`config.mk`:
```
export PLATFORM = sky130hd
export DESIGN_NAME = wesl_logger
export DESIGN_NICKNAME = d
export VERILOG_FILES = /design/src/verilog/wesl_pkg.sv /design/src/verilog/wesl_logger.sv /design/src/verilog/wesl_sync.sv /design/src/verilog/wesl_rise.sv
export SDC_FILE = /design/constraint.sdc
export NUM_CORES = 1
export LEC_CHECK = 0
export BUFFER_PORTS_ARGS = -buffer_cell sky130_fd_sc_hd__buf_2
export CORE_MARGIN = 3
export CORE_UTILIZATION = 40
export DETAILED_ROUTE_END_ITERATION = 10
export SYNTH_ARGS = -nofsm -noshare
export SYNTH_HDL_FRONTEND = slang
export SYNTH_SLANG_ARGS = --single-unit
```
`constraint.sdc`:
```
create_clock -name aclk -period 2 [get_ports aclk]
set_input_delay 0.1 -clock aclk [delete_from_list [all_inputs] [get_ports aclk]]
set_output_delay 0.1 -clock aclk [all_outputs]
set_load 0.01 [all_outputs]
```
`src/verilog/wesl_pkg.sv`:
```
// Constants for the wake-event status logger: register map, field positions, reset values.
// Assumes one 40 MHz system clock and an AXI4-Lite master with 32-bit data.
package wesl_pkg;
  localparam logic [11:0] WESL_CSR_ADDR = 12'h140;
  localparam logic [11:0] WESL_SRC_ADDR = 12'h144;
  localparam logic [1:0] WESL_RESP_OKAY = 2'h0;
  localparam logic [1:0] WESL_RESP_SLVERR = 2'h2;
  // Control/status fields
  localparam int WESL_BCAST_WAKE_EN_BIT = 0;
  localparam int WESL_MAGIC_EN_BIT = 1;
  localparam int WESL_PATTERN_EN_BIT = 2;
  localparam int WESL_DEST_EN_BIT = 3;
  localparam int WESL_BCAST_RX_BIT = 4;
  localparam int WESL_MAGIC_RX_BIT = 5;
  localparam int WESL_PATTERN_RX_BIT = 6;
  localparam int WESL_CLR_EN_OPT_BIT = 16;
  localparam int WESL_CLR_STS_OPT_BIT = 17;
  localparam int WESL_LPI_RX_EN_BIT = 18;
  localparam int WESL_LPI_TX_EN_BIT = 19;
  localparam logic [31:0] WESL_CSR_RW_MASK = 32'h000F000F;
  localparam logic [31:0] WESL_CSR_WC_MASK = 32'h00000070;
  localparam logic [31:0] WESL_CSR_RESET = 32'h00000000;
  // Source log fields
  localparam int WESL_PIN_LSB = 20;
  localparam int WESL_PIN_COUNT = 12;
  localparam int WESL_V6_SYN_BIT = 16;
  localparam int WESL_V4_SYN_BIT = 15;
  localparam int WESL_LPI_TX_BIT = 14;
  localparam int WESL_LPI_RX_BIT = 13;
  localparam int WESL_FILTER_BIT = 12;
  localparam int WESL_DEST_BIT = 11;
  localparam int WESL_MAGIC_BIT = 10;
  localparam int WESL_BCAST_BIT = 9;
  localparam int WESL_PATTERN_BIT = 8;
  localparam int WESL_INDEX_LSB = 0;
  localparam int WESL_INDEX_W = 5;
  localparam logic [31:0] WESL_SRC_MASK = 32'hFFF1FF1F;
  localparam logic [31:0] WESL_SRC_RESET = 32'h00000000;
endpackage : wesl_pkg

```
`src/verilog/wesl_logger.sv`:
```
// Wake-event enable, status and source logger with an AXI4-Lite register slave.
// Assumes frame detectors and suspend control on aclk give one-cycle event pulses,
// and pin wake inputs arrive asynchronously.
//
// Decided for this implementation: the AXI4-Lite register port.
`timescale 1ns/1ps
`default_nettype none
module wesl_logger #(
  parameter int PIN_COUNT = wesl_pkg::WESL_PIN_COUNT
) (
  input wire logic aclk,
  input wire logic aresetn,
  // AXI4-Lite slave
  input wire logic [11:0] s_axi_awaddr,
  input wire logic [2:0] s_axi_awprot,
  input wire logic s_axi_awvalid,
  output logic s_axi_awready,
  input wire logic [31:0] s_axi_wdata,
  input wire logic [3:0] s_axi_wstrb,
  input wire logic s_axi_wvalid,
  output logic s_axi_wready,
  output logic [1:0] s_axi_bresp,
  output logic s_axi_bvalid,
  input wire logic s_axi_bready,
  input wire logic [11:0] s_axi_araddr,
  input wire logic [2:0] s_axi_arprot,
  input wire logic s_axi_arvalid,
  output logic s_axi_arready,
  output logic [31:0] s_axi_rdata,
  output logic [1:0] s_axi_rresp,
  output logic s_axi_rvalid,
  input wire logic s_axi_rready,
  // Receive MAC and filter engine event pulses
  input wire logic magic_rx,
  input wire logic bcast_rx,
  input wire logic dest_match_rx,
  input wire logic pattern_frame_rx,
  input wire logic [4:0] pattern_filter_index,
  input wire logic filter_engine_rx,
  input wire logic v4_syn_rx,
  input wire logic v6_syn_rx,
  input wire logic lpi_tx_exit,
  input wire logic lpi_rx_exit,
  input wire logic energy_eff_enable,
  // Asynchronous pin wake inputs
  input wire logic [PIN_COUNT-1:0] pin_wake,
  // Suspend control
  input wire logic suspend_state,
  input wire logic entering_suspend,
  input wire logic resume_done,
  output logic wake_request
);
  typedef enum logic [1:0] {WESL_AWAKE, WESL_ARMED, WESL_WAKING} wesl_state_e;

  wesl_state_e state_reg;
  logic [31:0] csr_reg;
  logic [31:0] src_reg;
  logic aw_hold_reg;
  logic w_hold_reg;
  logic [11:0] awaddr_reg;
  logic [31:0] wdata_reg;
  logic [3:0] wstrb_reg;
  logic [PIN_COUNT-1:0] pin_level;
  logic [PIN_COUNT-1:0] pin_rise;

  genvar gi;
  generate
    for (gi = 0; gi < PIN_COUNT; gi++) begin : g_pin
      wesl_sync u_sync (
        .aclk(aclk),
        .aresetn(aresetn),
        .pin_in(pin_wake[gi]),
        .level_out(pin_level[gi])
      );
    end
  endgenerate

  wesl_rise #(.WIDTH(PIN_COUNT)) u_rise (
    .aclk(aclk),
    .aresetn(aresetn),
    .level_in(pin_level),
    .rise_out(pin_rise)
  );

  function automatic logic [31:0] strb_mask(input logic [3:0] strb);
    strb_mask = {{8{strb[3]}}, {8{strb[2]}}, {8{strb[1]}}, {8{strb[0]}}};
  endfunction : strb_mask

  // Word-aligned register select: 2'h1 control/status, 2'h2 source log, 2'h0 unmapped
  function automatic logic [1:0] reg_sel(input logic [11:0] addr);
    if (addr[11:2] == wesl_pkg::WESL_CSR_ADDR[11:2]) begin
      reg_sel = 2'h1;
    end else if (addr[11:2] == wesl_pkg::WESL_SRC_ADDR[11:2]) begin
      reg_sel = 2'h2;
    end else begin
      reg_sel = 2'h0;
    end
  endfunction : reg_sel

  // Write channel: address and data taken in either order, response after both
  logic wr_fire;
  logic [11:0] wr_addr;
  logic [31:0] wr_data;
  logic [31:0] wr_bits;
  assign wr_fire = aw_hold_reg && w_hold_reg && !s_axi_bvalid;
  assign wr_addr = awaddr_reg;
  assign wr_data = wdata_reg;
  assign wr_bits = wr_data & strb_mask(wstrb_reg);

  // Ready stays low while a response stands: one write in flight
  always_ff @(posedge aclk) begin
    if (!aresetn) begin
      aw_hold_reg <= 1'b0;
      awaddr_reg <= 12'h000;
      s_axi_awready <= 1'b0;
    end else if (wr_fire) begin
      aw_hold_reg <= 1'b0;
      s_axi_awready <= 1'b0;
    end else if (s_axi_awvalid && s_axi_awready) begin
      aw_hold_reg <= 1'b1;
      awaddr_reg <= s_axi_awaddr;
      s_axi_awready <= 1'b0;
    end else begin
      s_axi_awready <= !aw_hold_reg && !s_axi_bvalid;
    end
  end

  always_ff @(posedge aclk) begin
    if (!aresetn) begin
      w_hold_reg <= 1'b0;
      wdata_reg <= 32'h00000000;
      wstrb_reg <= 4'h0;
      s_axi_wready <= 1'b0;
    end else if (wr_fire) begin
      w_hold_reg <= 1'b0;
      s_axi_wready <= 1'b0;
    end else if (s_axi_wvalid && s_axi_wready) begin
      w_hold_reg <= 1'b1;
      wdata_reg <= s_axi_wdata;
      wstrb_reg <= s_axi_wstrb;
      s_axi_wready <= 1'b0;
    end else begin
      s_axi_wready <= !w_hold_reg && !s_axi_bvalid;
    end
  end

  logic wr_csr;
  logic wr_src;
  always_comb begin
    wr_csr = 1'b0;
    wr_src = 1'b0;
    if (wr_fire && reg_sel(wr_addr) == 2'h1) begin
      wr_csr = 1'b1;
    end else if (wr_fire && reg_sel(wr_addr) == 2'h2) begin
      wr_src = 1'b1;
    end
  end

  always_ff @(posedge aclk) begin
    if (!aresetn) begin
      s_axi_bvalid <= 1'b0;
      s_axi_bresp <= wesl_pkg::WESL_RESP_OKAY;
    end else if (wr_fire) begin
      // Unmapped writes still answer, with an error, so the master never stalls
      s_axi_bvalid <= 1'b1;
      s_axi_bresp <= (wr_csr || wr_src) ? wesl_pkg::WESL_RESP_OKAY : wesl_pkg::WESL_RESP_SLVERR;
    end else if (s_axi_bready) begin
      s_axi_bvalid <= 1'b0;
    end
  end

  // Wake sequence tracking
  logic armed;
  logic pattern_hit;
  logic magic_hit;
  logic bcast_hit;
  logic dest_hit;
  logic lpi_tx_hit;
  logic lpi_rx_hit;
  logic any_hit;
  assign armed = (state_reg == WESL_ARMED) && !entering_suspend;
  assign pattern_hit = pattern_frame_rx && csr_reg[wesl_pkg::WESL_PATTERN_EN_BIT];
  assign magic_hit = magic_rx && csr_reg[wesl_pkg::WESL_MAGIC_EN_BIT];
  assign bcast_hit = bcast_rx && csr_reg[wesl_pkg::WESL_BCAST_WAKE_EN_BIT];
  assign dest_hit = dest_match_rx && csr_reg[wesl_pkg::WESL_DEST_EN_BIT];
  assign lpi_tx_hit = lpi_tx_exit && csr_reg[wesl_pkg::WESL_LPI_TX_EN_BIT] && energy_eff_enable;
  assign lpi_rx_hit = lpi_rx_exit && csr_reg[wesl_pkg::WESL_LPI_RX_EN_BIT] && energy_eff_enable;
  // SYN and filter-engine wakes are enabled upstream; a pulse here already means a wake
  assign any_hit = pattern_hit || magic_hit || bcast_hit || dest_hit || lpi_tx_hit || lpi_rx_hit
    || filter_engine_rx || v4_syn_rx || v6_syn_rx || (|pin_rise);

  always_ff @(posedge aclk) begin
    if (!aresetn) begin
      state_reg <= WESL_AWAKE;
    end else begin
      case (state_reg)
        WESL_AWAKE: begin
          if (suspend_state && !entering_suspend) begin
            state_reg <= WESL_ARMED;
          end
        end
        WESL_ARMED: begin
          if (any_hit && !entering_suspend) begin
            state_reg <= WESL_WAKING;
          end else if (!suspend_state) begin
            state_reg <= WESL_AWAKE;
          end
        end
        WESL_WAKING: begin
          if (resume_done) begin
            state_reg <= WESL_AWAKE;
          end
        end
        default: begin
          state_reg <= WESL_AWAKE;
        end
      endcase
    end
  end

  always_ff @(posedge aclk) begin
    if (!aresetn) begin
      wake_request <= 1'b0;
    end else begin
      // Dropped in the resume_done cycle so no stale request lingers
      wake_request <= (state_reg == WESL_WAKING) && !resume_done;
    end
  end

  // Control/status: flags set by MAC events whether or not suspended
  logic [31:0] csr_set;
  logic [31:0] csr_next;
  always_comb begin
    csr_set = 32'h00000000;
    csr_set[wesl_pkg::WESL_MAGIC_RX_BIT] = magic_rx;
    csr_set[wesl_pkg::WESL_BCAST_RX_BIT] = bcast_rx;
    csr_set[wesl_pkg::WESL_PATTERN_RX_BIT] = pattern_frame_rx;
    csr_next = csr_reg;
    if (wr_csr) begin
      csr_next = (csr_next & ~(wesl_pkg::WESL_CSR_RW_MASK & strb_mask(wstrb_reg)))
        | (wr_bits & wesl_pkg::WESL_CSR_RW_MASK);
      csr_next = csr_next & ~(wr_bits & wesl_pkg::WESL_CSR_WC_MASK);
    end
    if (resume_done && state_reg == WESL_WAKING) begin
      if (csr_reg[wesl_pkg::WESL_CLR_STS_OPT_BIT]) begin
        csr_next = csr_next & ~wesl_pkg::WESL_CSR_WC_MASK;
      end
      if (csr_reg[wesl_pkg::WESL_CLR_EN_OPT_BIT]) begin
        csr_next[wesl_pkg::WESL_BCAST_WAKE_EN_BIT] = 1'b0;
        csr_next[wesl_pkg::WESL_MAGIC_EN_BIT] = 1'b0;
        csr_next[wesl_pkg::WESL_PATTERN_EN_BIT] = 1'b0;
        csr_next[wesl_pkg::WESL_DEST_EN_BIT] = 1'b0;
        csr_next[wesl_pkg::WESL_LPI_RX_EN_BIT] = 1'b0;
        csr_next[wesl_pkg::WESL_LPI_TX_EN_BIT] = 1'b0;
      end
    end
    // Set applied last: a flag raised in the clearing cycle is never lost
    csr_next = csr_next | csr_set;
  end

  always_ff @(posedge aclk) begin
    if (!aresetn) begin
      csr_reg <= wesl_pkg::WESL_CSR_RESET;
    end else begin
      csr_reg <= csr_next;
    end
  end

  // Source log: only the events in the cycle that starts the wake are recorded
  logic [31:0] src_set;
  logic [31:0] src_next;
  always_comb begin
    src_set = 32'h00000000;
    if (armed && any_hit) begin
      src_set[wesl_pkg::WESL_PIN_LSB +: PIN_COUNT] = pin_rise;
      src_set[wesl_pkg::WESL_V6_SYN_BIT] = v6_syn_rx;
      src_set[wesl_pkg::WESL_V4_SYN_BIT] = v4_syn_rx;
      src_set[wesl_pkg::WESL_LPI_TX_BIT] = lpi_tx_hit;
      src_set[wesl_pkg::WESL_LPI_RX_BIT] = lpi_rx_hit;
      src_set[wesl_pkg::WESL_FILTER_BIT] = filter_engine_rx;
      src_set[wesl_pkg::WESL_DEST_BIT] = dest_hit;
      src_set[wesl_pkg::WESL_MAGIC_BIT] = magic_hit;
      src_set[wesl_pkg::WESL_BCAST_BIT] = bcast_hit;
      src_set[wesl_pkg::WESL_PATTERN_BIT] = pattern_hit;
      if (pattern_hit) begin
        src_set[wesl_pkg::WESL_INDEX_LSB +: wesl_pkg::WESL_INDEX_W] = pattern_filter_index;
      end
    end
    src_next = src_reg;
    if (wr_src) begin
      src_next = src_next & ~(wr_bits & wesl_pkg::WESL_SRC_MASK);
    end
    // Old index dropped first, else two filter numbers would merge
    if (src_set[wesl_pkg::WESL_PATTERN_BIT]) begin
      src_next[wesl_pkg::WESL_INDEX_LSB +: wesl_pkg::WESL_INDEX_W] = '0;
    end
    src_next = src_next | src_set;
    // Energy mask applied last so nothing slips through while disabled
    if (!energy_eff_enable) begin
      src_next[wesl_pkg::WESL_LPI_TX_BIT] = 1'b0;
      src_next[wesl_pkg::WESL_LPI_RX_BIT] = 1'b0;
    end
  end

  always_ff @(posedge aclk) begin
    if (!aresetn) begin
      src_reg <= wesl_pkg::WESL_SRC_RESET;
    end else begin
      src_reg <= src_next;
    end
  end

  // Read channel: one cycle from address acceptance to data
  // Ready low while data stands: one read in flight
  always_ff @(posedge aclk) begin
    if (!aresetn) begin
      s_axi_arready <= 1'b0;
      s_axi_rvalid <= 1'b0;
      s_axi_rdata <= 32'h00000000;
      s_axi_rresp <= wesl_pkg::WESL_RESP_OKAY;
    end else if (s_axi_arvalid && s_axi_arready) begin
      s_axi_arready <= 1'b0;
      s_axi_rvalid <= 1'b1;
      if (reg_sel(s_axi_araddr) == 2'h1) begin
        s_axi_rdata <= csr_reg;
        s_axi_rresp <= wesl_pkg::WESL_RESP_OKAY;
      end else if (reg_sel(s_axi_araddr) == 2'h2) begin
        s_axi_rdata <= src_reg;
        s_axi_rresp <= wesl_pkg::WESL_RESP_OKAY;
      end else begin
        s_axi_rdata <= 32'h00000000;
        s_axi_rresp <= wesl_pkg::WESL_RESP_SLVERR;
      end
    end else if (s_axi_rvalid) begin
      if (s_axi_rready) begin
        s_axi_rvalid <= 1'b0;
      end
    end else begin
      s_axi_arready <= 1'b1;
    end
  end
endmodule : wesl_logger
`default_nettype wire

```
`src/verilog/wesl_sync.sv`:
```
// Three-stage synchroniser with agreement filter for one pin-level input.
// Assumes the input is asynchronous to aclk.
`timescale 1ns/1ps
`default_nettype none
module wesl_sync (
  input wire logic aclk,
  input wire logic aresetn,
  input wire logic pin_in,
  output logic level_out
);
  logic [2:0] stage_reg;

  always_ff @(posedge aclk) begin
    if (!aresetn) begin
      stage_reg <= 3'h0;
    end else begin
      stage_reg <= {stage_reg[1:0], pin_in};
    end
  end

  // First stage is never looked at; change counts when stages two and three agree
  always_ff @(posedge aclk) begin
    if (!aresetn) begin
      level_out <= 1'b0;
    end else if (stage_reg[1] == stage_reg[2]) begin
      level_out <= stage_reg[2];
    end
  end
endmodule : wesl_sync
`default_nettype wire

```
`src/verilog/wesl_rise.sv`:
```
// Rising-edge detector turning a same-clock level into a one-cycle pulse.
// Assumes the input is already in the aclk domain.
`timescale 1ns/1ps
`default_nettype none
module wesl_rise #(
  parameter int WIDTH = 12
) (
  input wire logic aclk,
  input wire logic aresetn,
  input wire logic [WIDTH-1:0] level_in,
  output logic [WIDTH-1:0] rise_out
);
  logic [WIDTH-1:0] last_reg;

  always_ff @(posedge aclk) begin
    if (!aresetn) begin
      last_reg <= '0;
    end else begin
      last_reg <= level_in;
    end
  end

  assign rise_out = level_in & ~last_reg;
endmodule : wesl_rise
`default_nettype wire

```
==> qor.yml <==
yosys:
  yosysWarnings: 0
  synth_ff_type: "dfxtp_1"
  synth-seq-area-share_pct: 56.17
  yosysTopAreaCellShare_pct: 56.17
  synth_seq_cells: 185
  synth_edf_count: 0
  yosysTopAreaCell: "dfxtp_1"
  synth.distinct_cells: 41
  synth_area_mm2: 0.006594
  synth_area_leaders: "dfxtp_1, nand2_1, a21boi_0, and2_1, a22o_1"
  synth_cells: 688
  syn_avg_cell_area_um2: 9.584
  ys_async_sr_fraction_pct: 0
cts:
  clock-sinks: 185
  clock-root-buffer: "clkbuf_16"
  clkSlewWorstSetupHoldPaths_ps: 60
  cts-htree-levels: 4
  max-clock-path-buffers: 2
  cts_made_buffers: 17
  cts_tree: "yes"
  clk_latency_ps: 420
critical_path:
  crit_fanout: 7
  worst_setup_path_start_kind: "flip-flop"
  worst_ep_required_time_ps: 2300
  crit_path_top_delay_cell: "or4_4"
  path_delay_family: "simple AND/OR/NAND/NOR gates"
  cp.arrival_ps: 2260
  reg2reg_to: "csr_reg[2]"
  path_cells: "or4_4, nor4_4, buf_4, and3b_2, buf_12, mux2i_1, nor2_1"
  crit_path_end_kind: "flip-flop"
  worstRegToRegCells: 7
  worstSetupPathType: "flip-flop to flip-flop"
  r2r-start: "awaddr_reg[11]"
  reg2reg_slack_ps: 40
  slowest_delay_ps: 550
  crit_buf_inv: 2
pwr:
  p_clk_share_pct: 44.7
  sequentialPowerShare_pct: 48.7
  power.total_mw: 7.881
  leakagePower_nw: 3.657
  pwr-share-comb_pct: 6.6
  peakVddDrop_mv: 0.6023
  p_per_area_mw_per_mm2: 887.1
  p_switching_mw: 1.641
  p_int_mw: 6.240
  p_sw_share_pct: 20.83
routing:
  drc_errors: 0
  via_count: 5406
  avgRoutedWirePerCell_um: 14.88
  drt_iter0_drc: 221
  drtPass1Iterations: 4
  routed_wl_mm: 16.62
  viasPerCell: 4.840
  antenna_left: 0
timing:
  tns_ps: 0
  setup_slack_ps: 43.12
  tightest_slew_ps: 477.8
  finalSetupViolCount: 0
  drv_slew: 0
  finClkSkew_ps: 8.716
  min_period_over_period_pct: 97.84
  rsz0062_at_grt: "yes"
  fmax_mhz: 511.0
  relSlewSlack_pct: 67.32
  min_period_ps: 1957
  fin_hold_ws_ps: 19.44
  hold_violations: 0
min_path:
  worstHoldPathType: "input pin to flip-flop"
  holdPathEnd: "s_axi_wready"
  whs_path_depth: 4
  min_from: "s_axi_wvalid"
grt:
  grt_use_total_pct: 18.37
  grt-ovfl-total: 0
  grt_pass1_wl_mm: 26.36
  grt_pass1_vias: 5274
  grt_max_degree: 109
  antenna_found_initial: 0
placed_design:
  hpwl_mm: 11.54
  dp.cells: 1012
  pre_cts_slack_ps: -45.46
  post_dp_cell_area_mm2: 0.007520
  gp_congestion: 0.7986
  place.port_buffers: 130
floorplan:
  num_rows: 46
  die_h_um: 134.4
  core_area_mm2: 0.01600
  io_pins: 145
  die_x_um: 134.4
  start_util_pct: 41.21
  die_area_mm2: 0.01806
finish:
  drive_gt1_share_pct: 20.20
  fin_cells: 1117
  final_cell_mix: "dfxtp_1, nand2_1, buf_2"
  nets: 992
  diodes: 0
  final_common_cell: "dfxtp_1"
  largest_register_ffs: 36
  syn_to_final_growth_pct: 34.72
  final_area_mm2: 0.008884
  fin_util_pct: 55.52
flow_run:
  drv_cap: 0
outcome:
  outcome: "finished clean"
## layout make-up
| cell class | instances | area [µm²] |
|---|---|---|
| sequential | 185 | 3705 |
| fill | 1460 | 7117 |
| clock inverter | 8 | 142.6 |
| tap | 216 | 270.3 |
| inverter | 17 | 63.81 |
| timing repair buffer | 219 | 1554 |
| clock buffer | 23 | 478.0 |
| multi-input combinational | 449 | 2670 |
## logic make-up (layout without fill, tap and decap cells)
family	after synthesis	after routing	share of synthesized area [%]
compound gates	163	163	17.69
buf+inv	56	267	3.548
flops	185	185	56.17
mux	14	14	2.125
other cells	1	3	0.05687
simple gates	269	269	20.42
## worst max path at each step
stage                    from           to  slack (ps)  cells past startpoint
2_1_floorplan  awaddr_reg[11]  src_reg[30]         130                      7
3_3_place_gp   awaddr_reg[11]   csr_reg[0]           9                      7
3_5_place_dp   awaddr_reg[11]   csr_reg[2]         -50                      7
4_1_cts        awaddr_reg[11]   csr_reg[2]           9                      7
5_1_grt        awaddr_reg[11]   csr_reg[2]         -70                      7
6_report       awaddr_reg[11]   csr_reg[2]          40                      7
## worst reg2reg max path, stage by stage, from the launching register on
cell     delay, ps
dfxtp_2        320
or4_4          550
nor4_4         200
buf_4          170
and3b_2        210
buf_12         130
mux2i_1        210
nor2_1          60
## synth_stat cells, types with 4 or more instances
| cell | n |
|---|---|
| nor2_1 | 25 |
| o21a_1 | 16 |
| buf_4 | 4 |
| and2_1 | 56 |
| a21boi_0 | 60 |
| nand4b_1 | 4 |
| nand4_1 | 7 |
| nor2b_1 | 11 |
| o21ai_0 | 23 |
| nand2b_1 | 15 |
| a22o_1 | 26 |
| a31oi_1 | 18 |
| nand2_1 | 131 |
| inv_1 | 17 |
| a21oi_1 | 10 |
| clkbuf_1 | 32 |
| mux2i_1 | 14 |
| a32o_1 | 4 |
| dfxtp_1 | 185 |
## repair_timing
item                                   in CTS  in global routing
setup endpoints to repair                   7                  7
buffers inserted                            1                  0
hold buffers                               73                  0
resized for setup                           2                  1
pin swaps                                   1                  1
endpoints found under the hold margin      72                  0
## power by group through the flow
| stage | clock network, mW | registers (mW) | logic [mW] |
|---|---|---|---|
| 3_5_place_dp | 0 | 3.92 | 0.408 |
| 2_1_floorplan | 0 | 3.90 | 0.224 |
| 3_3_place_gp | 0 | 3.92 | 0.399 |
| 5_1_grt | 3.72 | 3.85 | 0.574 |
| 4_1_cts | 3.58 | 3.84 | 0.520 |
| 6_report | 3.52 | 3.84 | 0.519 |
## routing by layer
metal  share of wire (%)  track usage, %  up-vias  wire length [µm]
met2                  49           31.65      111              8120
met1                  46           23.49     2558              7606
met4                 1.3           5.486        0               210
li1                    -               -     2720                 -
met3                 4.1           3.451       17               678
met5                   0               0        -                 0
No activity file was read; power rests on OpenSTA's default activity.
